[src/uomr_pkg.sv]
// constants shared by the operand miss refill block
package uomr_pkg;

   // ==========================================================
   // sizes
   localparam int ADDR_W     = 16;
   localparam int WORD_W     = 16;
   localparam int PAGE_W     = 10;
   localparam int FIFO_DEPTH = 8;

   // ==========================================================
   // address manipulation
   localparam int        FLIP_BIT   = 15;
   localparam bit [15:0] FLIP_MASK  = 16'h8000;
   localparam bit [15:0] NEXT_WORD  = 16'h0001;
   localparam bit [15:0] EVEN_MASK  = 16'hfffe;

   // ==========================================================
   // reset values
   localparam bit [15:0] RST_ADDR   = 16'h0000;
   localparam bit [15:0] RST_WORD   = 16'h0000;

   // ==========================================================
   // refill sequence states, gray along the unaligned path
   typedef enum logic [2:0] {
      UOMR_IDLE  = 3'h0,
      UOMR_REQ1  = 3'h1,
      UOMR_FILL1 = 3'h3,
      UOMR_REQ2  = 3'h2,
      UOMR_FILL2 = 3'h6,
      UOMR_DONE  = 3'h4
   } uomr_state_e;

endpackage

[src/uomr_refill.sv]
// operand miss refill controller and its fill data fifo
`timescale 1ns/100ps
// ==========================================================

// ==========================================================
// fill fifo
module uomr_fifo #(
   parameter int WIDTH = 32,
   parameter int DEPTH = 8
) (
   input  wire logic             clock_in,
   input  wire logic             resetn_in,
   input  wire logic             enable_in,
   input  wire logic             in_valid_in,
   output logic                  in_ready_out,
   input  wire logic [WIDTH-1:0] in_data_in,
   output logic                  out_valid_out,
   input  wire logic             out_ready_in,
   output logic      [WIDTH-1:0] out_data_out
);
   localparam int PW = $clog2(DEPTH);

   initial begin
      if (DEPTH < 2 || (1 << PW) != DEPTH) begin
         $error("fifo depth must be a power of two of at least 2");
      end
   end

   logic [WIDTH-1:0] mem_ff [DEPTH];
   logic [PW-1:0]    wr_ff, nxt_wr, rd_ff, nxt_rd;
   logic [PW:0]      cnt_ff, nxt_cnt;
   logic             ready_ff, nxt_ready;
   logic             push, pop;

   always_comb begin
      push      = in_valid_in && ready_ff;
      pop       = out_ready_in && (cnt_ff != '0);
      nxt_wr    = push ? PW'(wr_ff + 1'b1) : wr_ff;
      nxt_rd    = pop ? PW'(rd_ff + 1'b1) : rd_ff;
      nxt_cnt   = (PW+1)'(cnt_ff + {{PW{1'b0}}, push}
                  - {{PW{1'b0}}, pop});
      nxt_ready = nxt_cnt != (PW+1)'(DEPTH);
   end

   always_ff @(posedge clock_in or negedge resetn_in) begin
      if (!resetn_in) begin
         wr_ff    <= '0;
         rd_ff    <= '0;
         cnt_ff   <= '0;
         ready_ff <= 1'b1;
      end else if (enable_in) begin
         wr_ff    <= nxt_wr;
         rd_ff    <= nxt_rd;
         cnt_ff   <= nxt_cnt;
         ready_ff <= nxt_ready;
      end
   end

   genvar gi;
   generate
      for (gi = 0; gi < DEPTH; gi++) begin : g_ent
         always_ff @(posedge clock_in) begin
            if (enable_in && push && wr_ff == PW'(gi)) begin
               mem_ff[gi] <= in_data_in;
            end
         end
      end
   endgenerate

   assign in_ready_out  = ready_ff;
   assign out_valid_out = cnt_ff != '0;
   assign out_data_out  = mem_ff[rd_ff];
endmodule // uomr_fifo

// ==========================================================
// refill controller
module uomr_refill #(
   parameter int ADDR_W     = uomr_pkg::ADDR_W,
   parameter int WORD_W     = uomr_pkg::WORD_W,
   parameter int PAGE_W     = uomr_pkg::PAGE_W,
   parameter int FIFO_DEPTH = uomr_pkg::FIFO_DEPTH
) (
   input  wire logic                clock_in,
   input  wire logic                resetn_in,
   input  wire logic                enable_in,
   input  wire logic                miss_in,
   input  wire logic [ADDR_W-1:0]   effective_address_in,
   input  wire logic [ADDR_W-1:0]   instruction_prefetch_ptr_in,
   input  wire logic [ADDR_W-PAGE_W-1:0] phys_frame_in,
   input  wire logic                mem_data_valid_in,
   input  wire logic [2*WORD_W-1:0] mem_data_bus_in,
   output logic                     mem_data_ready_out,
   output logic [ADDR_W-1:0]        mem_address_bus_out,
   output logic                     mem_address_valid_out,
   output logic                     fetch_hold_out,
   output logic                     global_hold_out,
   output logic [ADDR_W-1:0]        virtual_address_select_out,
   output logic                     cache_write_out,
   output logic [ADDR_W-1:0]        cache_write_addr_out,
   output logic [2*WORD_W-1:0]      cache_write_data_out,
   output logic [WORD_W-1:0]        opcode_word_reg_out,
   output logic [WORD_W-1:0]        displacement_word_reg_out,
   output logic [ADDR_W-1:0]        saved_operand_addr_reg_out,
   output logic                     operand_valid_out
);
   initial begin
      if (ADDR_W != 16 || PAGE_W < 1 || PAGE_W >= ADDR_W) begin
         $error("address must be 16 bits with a page inside it");
      end
   end

   // ==========================================================
   // fill data buffering
   logic                f_valid, f_pop, f_ready;
   logic [2*WORD_W-1:0] f_data;

   uomr_fifo #(.WIDTH(2*WORD_W), .DEPTH(FIFO_DEPTH)) u_fifo (
      .clock_in      (clock_in),
      .resetn_in     (resetn_in),
      .enable_in     (enable_in),
      .in_valid_in   (mem_data_valid_in),
      .in_ready_out  (f_ready),
      .in_data_in    (mem_data_bus_in),
      .out_valid_out (f_valid),
      .out_ready_in  (f_pop),
      .out_data_out  (f_data)
   );
   assign mem_data_ready_out = f_ready;

   // ==========================================================
   // sequence state
   uomr_pkg::uomr_state_e state_ff, nxt_state;
   logic [ADDR_W-1:0]     ea_ff, nxt_ea, saved_operand_addr_reg_ff, nxt_saved_operand_addr_reg;
   logic [ADDR_W-1:0]     mab_ff, nxt_mab, sel_ff, nxt_sel;
   logic [ADDR_W-1:0]     cwa_ff, nxt_cwa, saved_operand_addr_reg_p1;
   logic [2*WORD_W-1:0]   cwd_ff, nxt_cwd;
   logic [WORD_W-1:0]     op_ff, nxt_op, disp_ff, nxt_disp;
   logic                  mav_ff, nxt_mav, hold_ff, nxt_hold;
   logic                  cwe_ff, nxt_cwe, ov_ff, nxt_ov;

   function automatic logic [ADDR_W-1:0] xlate(logic [ADDR_W-1:0] va,
         logic [ADDR_W-PAGE_W-1:0] frame);
      xlate = {frame, va[PAGE_W-1:0]};
   endfunction

   assign saved_operand_addr_reg_p1 = ADDR_W'(saved_operand_addr_reg_ff + uomr_pkg::NEXT_WORD);

   always_comb begin
      nxt_state = state_ff;
      nxt_ea    = ea_ff;
      nxt_saved_operand_addr_reg  = saved_operand_addr_reg_ff;
      nxt_mab   = mab_ff;
      nxt_sel   = sel_ff;
      nxt_cwa   = cwa_ff;
      nxt_cwd   = cwd_ff;
      nxt_op    = op_ff;
      nxt_disp  = disp_ff;
      nxt_mav   = 1'b0;
      nxt_hold  = hold_ff;
      nxt_cwe   = 1'b0;
      nxt_ov    = 1'b0;
      f_pop     = 1'b0;
      case (state_ff)
         uomr_pkg::UOMR_IDLE: begin
            nxt_sel = instruction_prefetch_ptr_in;
            if (miss_in) begin
               nxt_ea    = effective_address_in;
               nxt_saved_operand_addr_reg  = effective_address_in;
               nxt_sel   = effective_address_in;
               nxt_hold  = 1'b1;
               nxt_state = uomr_pkg::UOMR_REQ1;
            end
         end
         uomr_pkg::UOMR_REQ1: begin
            nxt_mab   = xlate(saved_operand_addr_reg_ff, phys_frame_in);
            nxt_mav   = 1'b1;
            nxt_state = uomr_pkg::UOMR_FILL1;
         end
         uomr_pkg::UOMR_FILL1: begin
            // latency is open ended: simply wait for fill data
            f_pop = 1'b1;
            if (f_valid) begin
               nxt_cwe = 1'b1;
               nxt_cwa = saved_operand_addr_reg_ff & uomr_pkg::EVEN_MASK;
               nxt_cwd = f_data;
               nxt_op  = f_data[WORD_W-1:0];
               nxt_disp = f_data[2*WORD_W-1:WORD_W];
               if (saved_operand_addr_reg_ff[0]) begin
                  // odd word is first operand word; opcode slot bad
                  nxt_op    = f_data[2*WORD_W-1:WORD_W];
                  nxt_state = uomr_pkg::UOMR_REQ2;
               end else begin
                  nxt_state = uomr_pkg::UOMR_DONE;
               end
            end
         end
         uomr_pkg::UOMR_REQ2: begin
            nxt_sel   = ea_ff ^ uomr_pkg::FLIP_MASK;
            nxt_mab   = xlate(saved_operand_addr_reg_p1, phys_frame_in);
            nxt_mav   = 1'b1;
            nxt_state = uomr_pkg::UOMR_FILL2;
         end
         uomr_pkg::UOMR_FILL2: begin
            f_pop = 1'b1;
            if (f_valid) begin
               nxt_sel = saved_operand_addr_reg_p1;
               nxt_cwe = 1'b1;
               nxt_cwa = saved_operand_addr_reg_p1 & uomr_pkg::EVEN_MASK;
               nxt_cwd = f_data;
               nxt_op  = f_data[WORD_W-1:0];
               nxt_state = uomr_pkg::UOMR_DONE;
            end
         end
         uomr_pkg::UOMR_DONE: begin
            nxt_sel   = instruction_prefetch_ptr_in;
            nxt_hold  = 1'b0;
            nxt_ov    = 1'b1;
            nxt_state = uomr_pkg::UOMR_IDLE;
         end
         default: begin
            nxt_hold  = 1'b0;
            nxt_state = uomr_pkg::UOMR_IDLE;
         end
      endcase
   end

   always_ff @(posedge clock_in or negedge resetn_in) begin
      if (!resetn_in) begin
         state_ff <= uomr_pkg::UOMR_IDLE;
         ea_ff    <= uomr_pkg::RST_ADDR;
         saved_operand_addr_reg_ff  <= uomr_pkg::RST_ADDR;
         mab_ff   <= uomr_pkg::RST_ADDR;
         sel_ff   <= uomr_pkg::RST_ADDR;
         cwa_ff   <= uomr_pkg::RST_ADDR;
         cwd_ff   <= {uomr_pkg::RST_WORD, uomr_pkg::RST_WORD};
         op_ff    <= uomr_pkg::RST_WORD;
         disp_ff  <= uomr_pkg::RST_WORD;
         mav_ff   <= 1'b0;
         hold_ff  <= 1'b0;
         cwe_ff   <= 1'b0;
         ov_ff    <= 1'b0;
      end else if (enable_in) begin
         state_ff <= nxt_state;
         ea_ff    <= nxt_ea;
         saved_operand_addr_reg_ff  <= nxt_saved_operand_addr_reg;
         mab_ff   <= nxt_mab;
         sel_ff   <= nxt_sel;
         cwa_ff   <= nxt_cwa;
         cwd_ff   <= nxt_cwd;
         op_ff    <= nxt_op;
         disp_ff  <= nxt_disp;
         mav_ff   <= nxt_mav;
         hold_ff  <= nxt_hold;
         cwe_ff   <= nxt_cwe;
         ov_ff    <= nxt_ov;
      end
   end

   assign mem_address_bus_out        = mab_ff;
   assign mem_address_valid_out      = mav_ff;
   assign fetch_hold_out             = hold_ff;
   assign global_hold_out            = hold_ff;
   assign virtual_address_select_out = sel_ff;
   assign cache_write_out            = cwe_ff;
   assign cache_write_addr_out       = cwa_ff;
   assign cache_write_data_out       = cwd_ff;
   assign opcode_word_reg_out        = op_ff;
   assign displacement_word_reg_out  = disp_ff;
   assign saved_operand_addr_reg_out = saved_operand_addr_reg_ff;
   assign operand_valid_out          = ov_ff;
endmodule // uomr_refill

[config.mk]
export PLATFORM = sky130hd
export DESIGN_NAME = uomr_refill
export DESIGN_NICKNAME = d
export VERILOG_FILES = /design/src/uomr_pkg.sv /design/src/uomr_refill.sv
export SDC_FILE = /design/constraint.sdc
export NUM_CORES = 1
export LEC_CHECK = 0
export BUFFER_PORTS_ARGS = -buffer_cell sky130_fd_sc_hd__buf_2
export CAP_MARGIN = 10
export CELL_PAD_IN_SITES_DETAIL_PLACEMENT = 1
export CELL_PAD_IN_SITES_GLOBAL_PLACEMENT = 1
export CORE_ASPECT_RATIO = 0.6
export CORE_MARGIN = 2
export CORE_UTILIZATION = 48
export DETAILED_ROUTE_END_ITERATION = 10
export PLACE_DENSITY_LB_ADDON = 0.1
export SYNTH_ARGS = -nofsm -noshare
export SYNTH_HDL_FRONTEND = slang
export SYNTH_SLANG_ARGS = --single-unit
[constraint.sdc]
create_clock -name clock_in -period 2.7 [get_ports clock_in]
set_input_delay 0.54 -clock clock_in [delete_from_list [all_inputs] [get_ports clock_in]]
set_output_delay 0.54 -clock clock_in [all_outputs]
set_load 0.005 [all_outputs]
==> metrics.md <==
| Metric | Value |
|---|---|
| Iteration-0 DRC Markers | `889` |
| Initial antenna violation count | `4` |
| # hold bufs at CTS | `0` |
| Sequential fraction of the synthesis area | `67.9%` |
| Vias per cell | `5.71` |
| Number of synthesized flops with an enable pin | `256` |
| Clk_skew | `0.0259 ns` |
| Pwr Density | `1130 nW/um2` |
| DPL Wire Length | `30.1 mm` |
| Measured slew at the worst slew-check pin | `0.718 ns` |
| Final Routed Wirelength | `45.3 mm` |
| Die H | `148 um` |
| Reg2reg end | `u_fifo.in_ready_out` |
| GR met1 Demand/Resource | `38.2%` |
| Ys flop type | `edfxtp_1` |
| #FFs+latches synth | `401` |
| Die width | `245 um` |
| Area Overhead vs Synth | `18.6%` |
| Max-slew violation count | `0` |
| Leak | `0.00761 uW` |
| Share of cells above drive strength 1 | `33.0%` |
| Total core area | `34,000 um2` |
| Hold slack | `0.0307 ns` |
| FP Rows | `52` |
| Max VDD drop | `0.551 mV` |
| Number of setup buffers added after CTS | `0` |
| Worst-Skew Late Latency | `0.54 ns` |
| IO Port Bufs | `207` |
| Final setup violation count | `0` |
| Syn nets | `1,182` |
| Clock Path Buffers | `3` |
| GRT overflow | `0` |
| Max cap viols | `0` |
| CTS Root Buffer Type | `clkbuf_16` |
| Number of global-route vias before repair | `10,900` |
| Reg2Reg Depth | `11` |
| Yosys cell types | `62` |
| Nets@finish | `1,411` |
| Area after DPL | `18,500 um2` |
| Post-route setup slack | `0.339 ns` |
| Crit path arrival time | `2.83 ns` |
| Max-slew headroom | `52.1%` |
| Clock sinks | `401` |
| Final Instance Area | `19,800 um2` |
| Syn Area/Cell | `15.3 um2` |
| Gr busiest metal | `met2` |
| Status | `completed` |
| Final hold vios | `0` |
| Die area | `36,300 um2` |
| DRT antenna net count | `0` |
| Peak Freq | `0.424 GHz` |
| CTS buffer count | `39` |
| Via count | `10,300` |
| Setup TNS | `0 ns` |
| Reg-to-reg startpoint | `u_fifo.cnt_ff[2]` |
| Worst slack, placed | `0.333 ns` |
| Crit-path max FO | `2` |
| WP data required | `3.17 ns` |
| GR Util met2 | `39.2%` |
| CTS tree | `built` |
| Clock Pin Slew Worst Setup and Hold Paths | `0.06 ns` |
| Initial Utilization | `49.1%` |
| Mapped Area | `16,700 um2` |
| Met3 usage | `5.05%` |
| # IOs | `209` |
| First-pass GRT wire length | `69.1 mm` |
| Register-to-register setup slack | `0.34 ns` |
| Final min period | `2.36 ns` |
| GRT Overall Usage | `25.6%` |
| Ys Warns | `0` |
| Post-layout util | `58.2%` |
| Placer Congestion | `0.857` |
| Wire per inst | `25.0 um` |
| CP endpoint kind | `flip-flop` |
| Cells after synthesis | `1,092` |
| RSZ-0062 raised after global routing | `no` |
| Largest net degree at the start of global routing | `68` |
| Hold WC Path Type | `in2async` |
| Residual DRC count | `0` |
| FFs w/ async S/R, synth | `36.2%` |
| Pre-antenna DRT Iters | `5` |
| Post_cts resized | `0` |
| Crit Path Category | `reg2reg` |
| Period utilization | `87.4%` |
| # fillers | `3,284` |
| Critical Path Start Type | `flip-flop` |
| H-tree Lvls | `2` |
==> logic make-up (layout without fill, tap and decap cells) <==
kind of cell / after synthesis / count (layout) / share of synthesized area, %
DFF: 401 / 401 / 67.9
other: 1 / 3 / 0.0225
and+or+nand+nor: 235 / 235 / 6.51
buffers and inverters: 96 / 354 / 2.91
AOI/OAI and AO/OA: 182 / 182 / 7.06
muxes: 126 / 126 / 12.6
adders and majority gates: 15 / 15 / 1.17
xor gates and xnor gates: 36 / 36 / 1.89
==> worst max-delay path by stage <==
| stage | startpoint | endpoint | slack, ns | cells after the start |
|---|---|---|---|---|
| CTS | u_fifo.cnt_ff[2] | u_fifo.in_ready_out | 0.32 | 11 |
| global placement | u_fifo.cnt_ff[2] | u_fifo.in_ready_out | 0.36 | 11 |
| global route | u_fifo.cnt_ff[2] | u_fifo.in_ready_out | 0.09 | 11 |
| floorplan | enable_in | u_fifo.mem_ff[0][0] | 0.28 | 4 |
| detailed placement | u_fifo.cnt_ff[2] | u_fifo.in_ready_out | 0.33 | 11 |
| finish | u_fifo.cnt_ff[2] | u_fifo.in_ready_out | 0.34 | 11 |
==> cells in the mapped netlist (9+ instances only) <==
library cell | instances | area, um2
a211oi_1 | 13 | 97.6
a21oi_1 | 43 | 215
and3_1 | 10 | 62.6
buf_2 | 34 | 170
buf_4 | 14 | 105
clkbuf_1 | 19 | 71.3
dfrtp_1 | 144 | 3600
edfxtp_1 | 256 | 7690
ha_1 | 14 | 175
inv_1 | 19 | 71.3
mux2_2 | 25 | 282
mux2i_1 | 37 | 370
mux4_2 | 64 | 1440
nand2_1 | 110 | 413
nand3_1 | 11 | 55.1
nor2_1 | 50 | 188
nor3_1 | 12 | 60.1
o21ai_0 | 71 | 355
o221ai_2 | 9 | 135
xnor2_1 | 22 | 193
xor2_1 | 14 | 123
==> metrics by stage <==
step | power, uW | cells
after floorplan | 13500 | 1092
after global placement | 16700 | 1739
after detailed placement | 17000 | 1739
after CTS | 22600 | 1809
after global routing | 23700 | 1810
final | 22400 | 1811
==> registers in the layout, summed over array words and instances (netlist names) <==
name / flops
displacement_word_reg_out: 16
mem_address_bus_out: 16
cache_write_addr_out: 15
u_fifo.cnt_ff: 4
virtual_address_select_out: 16
u_fifo.wr_ff: 3
operand_valid_out: 1
state_ff: 3
u_fifo.rd_ff: 3
cache_write_data_out: 32
u_fifo.mem_ff: 256
cache_write_out: 1
fetch_hold_out: 1
saved_operand_addr_reg_out: 16
u_fifo.in_ready_out: 1
opcode_word_reg_out: 16
mem_address_valid_out: 1
==> cell type report <==
cell class / instances / area [um2] / area share [%]
Inverter: 21 / 78.8 / 0.399
Antenna cell: 2 / 5.00 / 0.0253
Timing Repair Buffer: 263 / 1610 / 8.16
Clock inverter: 19 / 225 / 1.14
Sequential cell: 401 / 11300 / 57.3
Multi-Input combinational cell: 595 / 4890 / 24.7
Clock buffer: 51 / 1060 / 5.37
Tap cell: 459 / 574 / 2.90
==> metal layers <==
layer | vias to the layer above | share of wire [%]
met2 | 275 | 47
met5 | - | 0.057
met4 | 4 | 1.7
met3 | 60 | 5.9
met1 | 5419 | 46
li1 | 4578 | -
==> cells in the final DEF (no fill, tap or decap), types with 39 or more instances in the layout <==
cell type,count
nand2_1,109
edfxtp_1,256
a21oi_1,43
clkbuf_16,39
buf_4,44
dfrtp_1,141
buf_2,206
o21ai_0,71
nor2_1,50
mux4_2,64
==> critical path, stage by stage, from the launching register on <==
cell and delay [ns]:
dfrtp_1 0.37, inv_1 0.09, ha_1 0.13, nor3b_2 0.20
nor3_2 0.08, ha_1 0.28, inv_1 0.04, ha_1 0.22
fa_1 0.41, xnor2_1 0.21, nand3_1 0.10, o22a_1 0.16
==> report_power, final <==
group          total, uW  internal, uW  switching [uW]
sequential          8800          7880             914
clock               5560          3260            2300
combinational       8050          3470            4590
No activity file was read; power rests on OpenSTA's default activity.
